`src/rtl/fts_defs.svh`:
```
// Purpose: Constants for the failure transfer and self-tune supervisor.
// Assumes: APB register access, one 125 MHz clock.
// Notes: Offsets are byte addresses of aligned 32-bit words.
`ifndef FTS_DEFS_SVH
`define FTS_DEFS_SVH

`define FTS_CFG_OFS      8'h00
`define FTS_PCT_OFS      8'h04
`define FTS_STAT_OFS     8'h08
`define FTS_PID_OFS      8'h0C
`define FTS_PID_LAST     8'h20

`define FTS_CFG_RST      20'h0_0000
`define FTS_PCT_RST      10'h000
`define FTS_PID_RST      16'h0000
`define FTS_PCT_MAX      10'h3E8

// Field positions of the configuration register; FTS_F_PCT2 sits in the word at FTS_PCT_OFS.
`define FTS_F_RNG1       0
`define FTS_F_RNG2       2
`define FTS_F_USE1       4
`define FTS_F_USE2       5
`define FTS_F_DIRECT     6
`define FTS_F_COOLING_FUNCTION       7
`define FTS_F_HOLD1      8
`define FTS_F_HOLD2      9
`define FTS_F_A1ST       10
`define FTS_F_A2ST       11
`define FTS_F_ALARM_ONE_FUNCTION       12
`define FTS_F_ALARM_TWO_FUNCTION       14
`define FTS_F_MANUAL     16
`define FTS_F_CALIB      17
`define FTS_F_SLEEP      18
`define FTS_F_SELF       19
`define FTS_F_PCT2       16

// Low-signal thresholds in microamps and millivolts.
`define FTS_CUR_MIN_UA   16'h03E8
`define FTS_VOLT_MIN_MV  16'h00FA

`define FTS_CLK_MHZ      125
`define FTS_POWERUP_MS   2500
`define FTS_POWERUP_CYC  (`FTS_POWERUP_MS * `FTS_CLK_MHZ * 1000)
`define FTS_AVG_US       10
`define FTS_AVG_CYC      (`FTS_AVG_US * `FTS_CLK_MHZ)

`endif

```
`src/rtl/fts_pkg.sv`:
```
// Purpose: Types for the failure transfer and self-tune supervisor.
// Assumes: Constants come from fts_defs.svh.
// Notes: None.
package fts_pkg;

	typedef enum logic [1:0] {
		FTS_RNG_OTHER = 2'b00,
		FTS_RNG_MA    = 2'b01,
		FTS_RNG_VOLT  = 2'b10
	} fts_range_t;

	typedef enum logic [1:0] {
		FTS_AFN_OTHER = 2'b00,
		FTS_AFN_LOOP  = 2'b01,
		FTS_AFN_SENSOR_BREAK_FUNCTION  = 2'b10,
		FTS_AFN_TIMER = 2'b11
	} fts_afn_t;

	typedef enum logic {
		FTS_PH_START = 1'b0,
		FTS_PH_RUN   = 1'b1
	} fts_phase_t;

endpackage : fts_pkg

```
`src/rtl/fts_top.sv`:
```
// Purpose: Failure detection, output and alarm transfer, self-tune gating.
// Assumes: Inputs synchronous to CLK_SYS; values in tenths of a percent.
// Notes: Tuning search and alarm trigger logic sit outside this block.
//
// Chosen here: the placing of the registers and the APB slave port.
`timescale 1ns/100ps
`include "fts_defs.svh"
module fts_top
	import fts_pkg::*;
#(
	parameter int unsigned POWERUP_CYC = `FTS_POWERUP_CYC
)(
	input  wire logic        CLK_SYS,     // System clock.
	input  wire logic        RST,         // Asynchronous reset, high.
	input  wire logic        PSEL,        // APB select.
	input  wire logic        PENABLE,     // APB enable.
	input  wire logic        PWRITE,      // APB direction.
	input  wire logic [7:0]  PADDR,       // APB byte address.
	input  wire logic [31:0] PWDATA,      // APB write data.
	output logic      [31:0] PRDATA,      // APB read data.
	output logic             PREADY,      // APB ready.
	output logic             PSLVERR,     // APB error.
	input  wire logic        IN1_OPEN,    // Input one open.
	input  wire logic [15:0] IN1_LEVEL,   // Input one in uA or mV.
	input  wire logic        IN2_OPEN,    // Input two open.
	input  wire logic [15:0] IN2_LEVEL,   // Input two in uA or mV.
	input  wire logic        ADC_FAIL,    // Converter failed.
	input  wire logic        LOOP_BREAK,  // Loop break seen.
	input  wire logic        EVENT_IN,    // Selects parameter set two.
	input  wire logic [9:0]  MV1_IN,      // First manipulated value.
	input  wire logic [9:0]  MV2_IN,      // Second manipulated value.
	input  wire logic        ALM1_IN,     // Alarm one from trigger logic.
	input  wire logic        ALM2_IN,     // Alarm two from trigger logic.
	input  wire logic        ST_STEP,     // Self-tune step done, pulse.
	input  wire logic        ST_BETTER,   // Step improved control.
	input  wire logic        ST_DONE,     // Self-tune optimum, pulse.
	input  wire logic        AT_DONE,     // Auto-tune result, pulse.
	input  wire logic [15:0] TUNE_PB,     // Tuned band.
	input  wire logic [15:0] TUNE_TI,     // Tuned integral time.
	input  wire logic [15:0] TUNE_TD,     // Tuned derivative time.
	output logic      [9:0]  OUT1_VAL,    // Output one level.
	output logic             OUT1_ON,     // Output one on-off state.
	output logic      [9:0]  OUT_TWO_FUNCTION_SELECT_VAL,    // Output two level.
	output logic             ALM1_OUT,    // Alarm one drive.
	output logic             ALM2_OUT,    // Alarm two drive.
	output logic             FAIL_OUT,    // Failure mode.
	output logic             XFER_OUT,    // Transfer active.
	output logic             ST_ENABLE,   // Self-tune running.
	output logic             ST_DIR,      // Step direction.
	output logic             ST_SEED      // Restart from seed, pulse.
);

	typedef struct packed {
		logic [19:0]       cfg;
		logic [9:0]        pct1;
		logic [9:0]        pct2;
		logic [5:0][15:0]  pid;
		logic [31:0]       pu_cnt;
		fts_phase_t        phase;
		logic [10:0]       div;
		logic [13:0]       avg1;
		logic [13:0]       avg2;
		logic              brk1;
		logic              brk2;
		logic              adcf;
		logic              fail;
		logic              xfer;
		logic              sten;
		logic              dir;
		logic              seed;
		logic [9:0]        out1;
		logic              out1_on;
		logic [9:0]        out_two_function_select;
		logic              alm1;
		logic              alm2;
		logic              pready;
		logic              pslverr;
		logic [31:0]       prdata;
	} fts_state_t;

	fts_state_t state_reg;
	fts_state_t state_next;

	logic              wr_en;
	logic              rd_en;
	logic              wr_take;
	logic [2:0]        pid_idx;
	logic              pid_hit;
	logic              raw1;
	logic              raw2;
	logic              fail_now;
	logic              xfer_now;
	logic [2:0]        set_base;
	logic [15:0]       pb_act;
	logic [15:0]       ti_act;
	logic              st_ok;
	logic              avg_tick;
	logic [14:0]       diff1;
	logic [14:0]       diff2;
	logic [9:0]        hold1;
	logic [9:0]        hold2;
	logic [9:0]        fix1;
	logic [9:0]        fix2;
	logic [31:0]       status;
	fts_range_t        rng1;
	fts_range_t        rng2;
	fts_afn_t          afn1;
	fts_afn_t          afn2;

	// Break detection per input, gated by use of that input as a source.
	function automatic logic brk_of(
		input fts_range_t  rng,
		input logic        open,
		input logic [15:0] lvl
	);
		logic b;
		b = open;
		if (rng == FTS_RNG_MA && lvl < `FTS_CUR_MIN_UA)
		begin
			b = 1'b1;
		end
		if (rng == FTS_RNG_VOLT && lvl < `FTS_VOLT_MIN_MV)
		begin
			b = 1'b1;
		end
		return b;
	endfunction : brk_of

	// Alarm drive: dwell timer passes through, break kinds force on.
	function automatic logic alm_of(
		input fts_afn_t fn,
		input logic     fail,
		input logic     preset,
		input logic     live
	);
		logic a;
		a = live;
		if (fail && fn != FTS_AFN_TIMER)
		begin
			if (fn == FTS_AFN_LOOP || fn == FTS_AFN_SENSOR_BREAK_FUNCTION)
			begin
				a = 1'b1;
			end
			else
			begin
				a = preset;
			end
		end
		return a;
	endfunction : alm_of

	function automatic logic [9:0] clamp_pct(input logic [9:0] v);
		return (v > `FTS_PCT_MAX) ? `FTS_PCT_MAX : v;
	endfunction : clamp_pct

	always_comb
	begin
		wr_en    = PSEL & PENABLE & PWRITE & ~state_reg.pready;
		rd_en    = PSEL & PENABLE & ~PWRITE & ~state_reg.pready;
		wr_take  = PSEL & PENABLE & PWRITE & state_reg.pready;
		pid_hit  = (PADDR >= `FTS_PID_OFS) && (PADDR <= `FTS_PID_LAST)
			&& (PADDR[1:0] == 2'b00);
		pid_idx  = 3'(PADDR[7:2] - 6'(`FTS_PID_OFS >> 2));
		rng1     = fts_range_t'(state_reg.cfg[`FTS_F_RNG1 +: 2]);
		rng2     = fts_range_t'(state_reg.cfg[`FTS_F_RNG2 +: 2]);
		afn1     = fts_afn_t'(state_reg.cfg[`FTS_F_ALARM_ONE_FUNCTION +: 2]);
		afn2     = fts_afn_t'(state_reg.cfg[`FTS_F_ALARM_TWO_FUNCTION +: 2]);
		raw1     = state_reg.cfg[`FTS_F_USE1]
			& brk_of(rng1, IN1_OPEN, IN1_LEVEL);
		raw2     = state_reg.cfg[`FTS_F_USE2]
			& brk_of(rng2, IN2_OPEN, IN2_LEVEL);
		fail_now = raw1 | raw2 | ADC_FAIL;
		xfer_now = (state_reg.phase == FTS_PH_START) | fail_now
			| state_reg.cfg[`FTS_F_MANUAL]
			| state_reg.cfg[`FTS_F_CALIB];
		set_base = EVENT_IN ? 3'd3 : 3'd0;
		pb_act   = state_reg.pid[set_base];
		ti_act   = state_reg.pid[3'(set_base + 3'd1)];
		st_ok    = state_reg.cfg[`FTS_F_SELF]
			& (pb_act != `FTS_PID_RST) & (ti_act != `FTS_PID_RST)
			& ~LOOP_BREAK & ~fail_now
			& ~state_reg.cfg[`FTS_F_MANUAL]
			& ~state_reg.cfg[`FTS_F_SLEEP]
			& ~state_reg.cfg[`FTS_F_CALIB];
		avg_tick = (state_reg.div == 11'(`FTS_AVG_CYC - 1));
		diff1    = {1'b0, MV1_IN, 4'h0} - {1'b0, state_reg.avg1};
		diff2    = {1'b0, MV2_IN, 4'h0} - {1'b0, state_reg.avg2};
		hold1    = state_reg.avg1[13:4];
		hold2    = state_reg.avg2[13:4];
		fix1     = clamp_pct(state_reg.pct1);
		fix2     = clamp_pct(state_reg.pct2);
		status   = {24'h00_0000, state_reg.dir, state_reg.phase == FTS_PH_START,
			state_reg.sten, state_reg.xfer, state_reg.fail,
			state_reg.adcf, state_reg.brk2, state_reg.brk1};
	end

	always_comb
	begin
		state_next = state_reg;

		if (state_reg.phase == FTS_PH_START)
		begin
			if (state_reg.pu_cnt == POWERUP_CYC - 1)
			begin
				state_next.phase = FTS_PH_RUN;
			end
			else
			begin
				state_next.pu_cnt = state_reg.pu_cnt + 32'h0000_0001;
			end
		end

		state_next.div = avg_tick ? 11'h000 : 11'(state_reg.div + 11'h001);
		// The averages freeze while transfer is active, so they hold the value
		// seen just before activation.
		if (avg_tick && !xfer_now)
		begin
			state_next.avg1 = 14'(state_reg.avg1
				+ 14'(15'($signed(diff1) >>> 4)));
			state_next.avg2 = 14'(state_reg.avg2
				+ 14'(15'($signed(diff2) >>> 4)));
		end

		state_next.brk1 = raw1;
		state_next.brk2 = raw2;
		state_next.adcf = ADC_FAIL;
		state_next.fail = fail_now;
		state_next.xfer = xfer_now;

		if (!xfer_now)
		begin
			state_next.out1    = MV1_IN;
			state_next.out1_on = (MV1_IN != 10'h000);
		end
		else if (pb_act == `FTS_PID_RST)
		begin
			state_next.out1_on = state_reg.cfg[`FTS_F_DIRECT];
			state_next.out1    = state_reg.cfg[`FTS_F_DIRECT]
				? `FTS_PCT_MAX : 10'h000;
		end
		else if (state_reg.cfg[`FTS_F_HOLD1])
		begin
			state_next.out1    = hold1;
			state_next.out1_on = (hold1 != 10'h000);
		end
		else
		begin
			state_next.out1    = fix1;
			state_next.out1_on = (fix1 != 10'h000);
		end

		if (!xfer_now || !state_reg.cfg[`FTS_F_COOLING_FUNCTION])
		begin
			state_next.out_two_function_select = MV2_IN;
		end
		else if (state_reg.cfg[`FTS_F_HOLD2])
		begin
			state_next.out_two_function_select = hold2;
		end
		else
		begin
			state_next.out_two_function_select = fix2;
		end

		state_next.alm1 = alm_of(afn1, fail_now,
			state_reg.cfg[`FTS_F_A1ST], ALM1_IN);
		state_next.alm2 = alm_of(afn2, fail_now,
			state_reg.cfg[`FTS_F_A2ST], ALM2_IN);

		state_next.sten = st_ok;
		state_next.seed = 1'b0;
		if (state_reg.sten && ST_STEP && !ST_BETTER)
		begin
			state_next.dir = ~state_reg.dir;
		end

		state_next.pready  = PSEL & PENABLE & ~state_reg.pready;
		state_next.pslverr = 1'b0;
		state_next.prdata  = 32'h0000_0000;
		if (rd_en)
		begin
			case (PADDR)
				`FTS_CFG_OFS:
				begin
					state_next.prdata = {12'h000, state_reg.cfg};
				end
				`FTS_PCT_OFS:
				begin
					state_next.prdata = {6'h00, state_reg.pct2,
						6'h00, state_reg.pct1};
				end
				`FTS_STAT_OFS:
				begin
					state_next.prdata = status;
				end
				default:
				begin
					if (pid_hit)
					begin
						state_next.prdata = {16'h0000, state_reg.pid[pid_idx]};
					end
					else
					begin
						state_next.pslverr = 1'b1;
					end
				end
			endcase
		end
		// Refused writes are flagged in the first access cycle so the error
		// stands with PREADY; accepted writes land at the ready edge.
		if (wr_en && !(PADDR == `FTS_CFG_OFS || PADDR == `FTS_PCT_OFS || pid_hit))
		begin
			state_next.pslverr = 1'b1;
		end
		if (wr_take)
		begin
			case (PADDR)
				`FTS_CFG_OFS:
				begin
					state_next.cfg = PWDATA[19:0];
				end
				`FTS_PCT_OFS:
				begin
					state_next.pct1 = PWDATA[9:0];
					state_next.pct2 = PWDATA[`FTS_F_PCT2 +: 10];
				end
				default:
				begin
					if (pid_hit)
					begin
						state_next.pid[pid_idx] = PWDATA[15:0];
					end
				end
			endcase
		end

		// Hardware results come after software writes so they win a clash.
		if (state_reg.sten && (ST_DONE || AT_DONE))
		begin
			state_next.pid[set_base]              = TUNE_PB;
			state_next.pid[3'(set_base + 3'd1)]   = TUNE_TI;
			state_next.pid[3'(set_base + 3'd2)]   = TUNE_TD;
		end
		if (state_reg.sten && AT_DONE)
		begin
			state_next.seed = 1'b1;
		end
		if (state_reg.sten && ST_DONE)
		begin
			state_next.cfg[`FTS_F_SELF] = 1'b0;
			state_next.sten = 1'b0;
		end
	end

	always_ff @(posedge CLK_SYS or posedge RST)
	begin
		if (RST)
		begin
			state_reg        <= '0;
			state_reg.cfg    <= `FTS_CFG_RST;
			state_reg.pct1   <= `FTS_PCT_RST;
			state_reg.pct2   <= `FTS_PCT_RST;
			state_reg.phase  <= FTS_PH_START;
			state_reg.xfer   <= 1'b1;
		end
		else
		begin
			state_reg <= state_next;
		end
	end

	assign PRDATA    = state_reg.prdata;
	assign PREADY    = state_reg.pready;
	assign PSLVERR   = state_reg.pslverr;
	assign OUT1_VAL  = state_reg.out1;
	assign OUT1_ON   = state_reg.out1_on;
	assign OUT_TWO_FUNCTION_SELECT_VAL  = state_reg.out_two_function_select;
	assign ALM1_OUT  = state_reg.alm1;
	assign ALM2_OUT  = state_reg.alm2;
	assign FAIL_OUT  = state_reg.fail;
	assign XFER_OUT  = state_reg.xfer;
	assign ST_ENABLE = state_reg.sten;
	assign ST_DIR    = state_reg.dir;
	assign ST_SEED   = state_reg.seed;

endmodule : fts_top

```
`config.mk`:
```
export PLATFORM = sky130hd
export DESIGN_NAME = fts_top
export DESIGN_NICKNAME = d
export VERILOG_FILES = /design/src/rtl/fts_pkg.sv /design/src/rtl/fts_top.sv
export VERILOG_INCLUDE_DIRS = /design/src /design/src/rtl
export SDC_FILE = /design/constraint.sdc
export NUM_CORES = 1
export LEC_CHECK = 0
export BUFFER_PORTS_ARGS = -buffer_cell sky130_fd_sc_hd__buf_4
export CAP_MARGIN = 40
export CELL_PAD_IN_SITES_DETAIL_PLACEMENT = 0
export CELL_PAD_IN_SITES_GLOBAL_PLACEMENT = 1
export CORE_ASPECT_RATIO = 0.5
export CORE_MARGIN = 5
export CORE_UTILIZATION = 45
export DETAILED_ROUTE_END_ITERATION = 8
export PLACE_DENSITY_LB_ADDON = 0.1
export SLEW_MARGIN = 25
export SYNTH_ARGS = -nofsm -noshare
export SYNTH_HDL_FRONTEND = slang
export SYNTH_SLANG_ARGS = --single-unit
```
`constraint.sdc`:
```
create_clock -name CLK_SYS -period 10.6 [get_ports CLK_SYS]
set_input_delay 0.53 -clock CLK_SYS [delete_from_list [all_inputs] [get_ports CLK_SYS]]
set_output_delay 0.53 -clock CLK_SYS [all_outputs]
set_load 0.01 [all_outputs]
```
# After elaboration in Yosys (flattened, before gate mapping)
# Cells that the tools add are included.
totals:
  register_bits: 273
  wordCells: 199
  in_bits: 156
  output_inout_bits: 62
op_classes:
  add_sub_neg: 9
  eq_ne: 14
  n_lt_le_gt_ge: 16
  reduce_logical: 45
  bitwise_logic: 31
  mux: 53
op_table:
  columns: ["operator", "count"]
  rows:
  - ["bitwise mux 96 bit", 4]
  - ["2-to-1 mux 96 bit", 3]
  - ["demux 16 bit (select 3 bit)", 4]
  - ["binary-select mux 16 bit (select 3 bit)", 3]
  - ["2-to-1 mux 136 bit", 1]
  - ["2-to-1 mux 16 bit", 8]
  - ["one-hot mux 26 bit (3 select lines)", 1]
  - ["2-to-1 mux 10 bit", 5]
  - ["2-to-1 mux 11 bit", 4]
  - ["2-to-1 mux 20 bit", 2]
  - ["2-to-1 mux 33 bit", 1]
  - ["adder 32 x 1 -> 32 bit (second input constant)", 1]
  - ["equality test 32 x 29 -> 1 bit (second input constant)", 1]
  - ["less-than comparator 16 x 10 -> 1 bit (second input constant)", 2]
  - ["less-than comparator 16 x 8 -> 1 bit (second input constant)", 2]
  - ["nonzero test 16 bit", 2]
  - ["nonzero test 10 bit", 3]
  - ["subtractor 14 x 14 -> 15 bit", 2]
  - ["adder 14 bit", 2]
  - ["greater-than comparator 10 bit (second input constant)", 2]
  - ["logical AND 1 bit", 19]
  - ["AND 1 bit", 16]
  - ["zero test 16 bit", 1]
  - ["2-to-1 mux 1 bit", 16]
  - ["other kinds (27)", 63]

# Logic depth before layout (Yosys ltp)
depth:
  word_depth: 13
  depth_mapped: 17
  depth_no_buf: 17

# Least setup slack after synthesis
# OpenSTA, ideal clock, no wires.
synth_path:
  path_kind: "input -> register"
  from: "input port MV1_IN[1]"
  to: "register state_reg (netlist bit hold1[8])"
  path_buffers: 0
  path_stages: 15
  required_ns: 10.536
  arrival_time_ns: 3.665
  slack_ns: 6.870
  setup_time_ns: 0.064
  path_cell_list: "ha_1 and3_1 a2111oi_2 a21oi_1 nor2_1 nor2b_1 nor2_1 xnor2_1 ha_1 and3_1 a221oi_1 o21ai_0 or4_1 nand4_1 o21a_1"
synth_via:
  elab_chain_len: 2
synth_lines:
  columns: ["element", "line", "rtl"]
  rows:
  - ["start: declaration", "fts_top.sv:30", "input wire logic [9:0] MV1_IN,"]
  - ["subtractor 14 x 14 -> 15 bit", "fts_top.sv:186", "diff1 = {1'b0, MV1_IN, 4'h0} - {1'b0, state_reg.avg1};"]
  - ["adder 14 bit", "fts_top.sv:219", "+ 14'(15'($signed(diff1) >>> 4)));"]
  - ["end signal: assignment", "fts_top.sv:368", "state_reg <= state_next;"]
  - ["end: declaration", "fts_top.sv:81", "fts_state_t state_reg;"]
# Every way passes these cells.
# A chain may end at the register's enable or synchronous reset.

# Final worst setup path
layout_path:
  from: "register state_reg (netlist bit hold1[2])"
  to: "register state_reg (netlist bit hold1[8])"
layout_via:
  elab_chain_len: 2
layout_lines:
  columns: ["element", "line"]
  rows:
  - ["subtractor 14 x 14 -> 15 bit", "fts_top.sv:186"]
  - ["adder 14 bit (*)", "fts_top.sv:219"]
# Mark *: on every way between the ends. The rest lies on a longest branch, timed or not.

==> metrics.txt <==
post-synthesis mux area share=12.8%; Setup crit start=hold1[2]; Initial Utilization=a little under half; Worst Hold Endpoint=state_reg[62]; Worst R2R End=hold1[8]; max reg flops=183; hpwl dp=around 33000 um; Die X=271 um; fin crit share=40.2%; Hold Crit Class=primary input to flop; number of flops mapped to enable cells by yosys=0; final net count=1897; gpl congestion=just under 0.9; Post-Synth Simple-Gate Area=15.1%; I/O pin count=about 220; largest net degree at the start of global routing=76; Mapped Area=15300 sq um; Worst setup EP type=flop; row count=47; FFs w/ async S/R, synth=100%; critical path fanouts, max=5; outcome=finished, final reports clean; prevailing post-synth register cell=dfrtp_1; GRT Util Overall=between 20% and 30%; CTS max path bufs=3; Crit Path Class=flop to flop; Worst Tran Pin Value=743 ps; GR peak layer=met2; max-slew violations=0; Detailed Route WL=44200 um; cts repair resizes=0; dpl ws=6240 ps; CTS tree=yes; post-route setup slack=6340 ps; grt met3 use=4.14%; CP Launch Type=flop; fillcell total=3035; number of synthesis warnings=0; final std cells w/o fill=roughly 2100; max cap viols=0; worst r2r src=hold1[2]; clk_lat worst skew=560 ps; drt first pass iters=5; clock sinks=267; number of global-route vias before repair=roughly 12000; peak supply drop=0.0000940 V; RSZ-0062 raised after global routing=false; GR Util met1=32.2%; Cells after Synth=1541; Leak=8.41 nW; initial antenna violation count=0; post-synth cell types=77; number of post-CTS setup repair buffers=0; post-synthesis register bit count=267; Avg WL per Cell=20.6 um; ant diodes=0; Via density=5.56; H-tree depth=1; Syn Area/Cell=9.93 sq um; skew final=roughly 15 ps; die span in y=~140 um; die area=between 30000 and 40000 sq um; xor and xnor area share after synthesis=4.86%; Placed Cells=2093; Worst EP arrival=4740 ps; hold path cells=1; cts hold-fix bufs=1; first-pass GRT wire length=70400 um; number of I/O port buffers=203; post-synthesis compound-gate area fraction=12.8%; reg2reg path depth=16; Setup TNS Final=0 ps; initial DRC count=796; main combinational cell family by area after synthesis=simple AND/OR/NAND/NOR gates; Residual DRC=0; Fmax=0.235 GHz; CTS root buf=clkbuf_16; power density cells=128 nW/um^2; Max-slew headroom=about 50%; ANT nets after route=0; GRT met2 Usage=37.5%; Worst-path clk slew=around 70 ps; Num CTS Buffers=26; Hold Startpoint=ADC_FAIL; sequential share of the synthesized area=between 40% and 50%; Final min period=about 4300 ps; reg2reg setup slack=roughly 6300 ps; share of layout cells above drive strength 1=about a fifth; Worst EP required=11080 ps; Area growth, synth to finish=17.3%; # setup viols final=0; area share of fa/ha/maj cells after synthesis=4.92%; DR vias=11924; Final Hold Fails=0; grt ovf=0; core region area=roughly 33000 sq um
where the power goes:
part           switching, mW  internal (mW)
Clock                  0.421          0.628
Combinational          0.126         0.0910
Sequential           0.00392           1.03
worst max path at each step:
stage                                end  slack [ps]
after floorplan                 ALM1_OUT        2720
after global placement    state_reg[176]        5740
after detailed placement  state_reg[173]        6240
after CTS                       hold1[8]        6330
after global routing            hold1[8]        5890
final                           hold1[8]        6340
placed cells by master (no fill, tap or decap), drive strengths merged, types with 4 or more instances in the layout:
cell type and instances:
dfrtp 266, buf 227, nand2 147, nor2 133
mux2i 126, o21ai 108, a21oi 100, ha 57
xnor2 55, mux2 46, inv 41, nor3 35
clkbuf 34, and3 30, nand3 30, xor2 29
nor4 26, a21o 20, a211oi 20, a22oi 16
nor2b 12, nand4 12, a31oi 8, mux4 8
o21a 8, nor4b 7, and2 7, clkinv 7
o211ai 6, o22ai 6, conb 6, bufinv 6
or4 6, and4 5, o21bai 5, nand2b 4
cell type report:
class	count	area, sq um	area share [%]
Inverter	41	161	0.899
Multi-Input combinational cell	1118	7760	43.3
Clock buffer	34	722	4.02
Sequential cell	267	6680	37.2
Tap cell	441	552	3.07
Clock inverter	14	230	1.28
Timing Repair Buffer	228	1840	10.2
Yosys cell counts (11+ instances only):
library cell    n  area [sq um]
o21ai_0        86           430
nor4_1         24           150
mux2_2         46           518
nand3_1        29           145
ha_1           57           713
nor2_1        130           488
nand4_1        11          68.8
a21o_1         20           150
a22oi_1        16           120
a211oi_1       18           135
dfrtp_1       266          6660
clkbuf_1       50           188
buf_4          54           405
xor2_1         28           245
nor2b_1        12          75.1
mux2i_1       126          1260
a21oi_1       100           500
nor3_1         32           160
inv_1          40           150
o21ai_1        22           110
and3_1         30           188
xnor2_1        55           482
nand2_1       146           548
per-layer routing:
metal / vias up / share of wire (%)
met2: 244 / 47
met4: 0 / 1.9
met1: 5906 / 46
met5: - / 0
li1: 5717 / -
met3: 57 / 4.3
metrics by stage:
step                cell area [sq um]  power, mW  hold WS, ps  utilization [%]
floorplan                       15300       1.16          447                -
global placement                16800       1.26          467             50.3
detailed placement              17000       1.26          477             50.9
CTS                             17900       2.32         77.4             53.8
global route                    17900       2.38         81.5             53.9
finish                          17900       2.30          105             53.9
cells by family after synthesis:
logic type      count (synthesis)
flops                         267
buf+inv                       161
mux                           180
fa+ha+maj                      59
compound gates                324
xor+xnor                       84
simple gates                  465
other cells                     1
worst max-delay path, stage by stage, from the launching register on:
cell and delay (ps):
dfrtp_1 460, inv_1 120, ha_1 330, and3_1 200
a2111oi_2 600, a21oi_1 210, nor2_1 160, nor2b_1 80
nor2_1 120, xnor2_1 190, ha_1 340, and3_1 200
a221oi_1 280, o21ai_0 240, or4_1 440, nand4_1 100
o21a_1 120
Note: power is estimated with default switching activity, not from simulation.
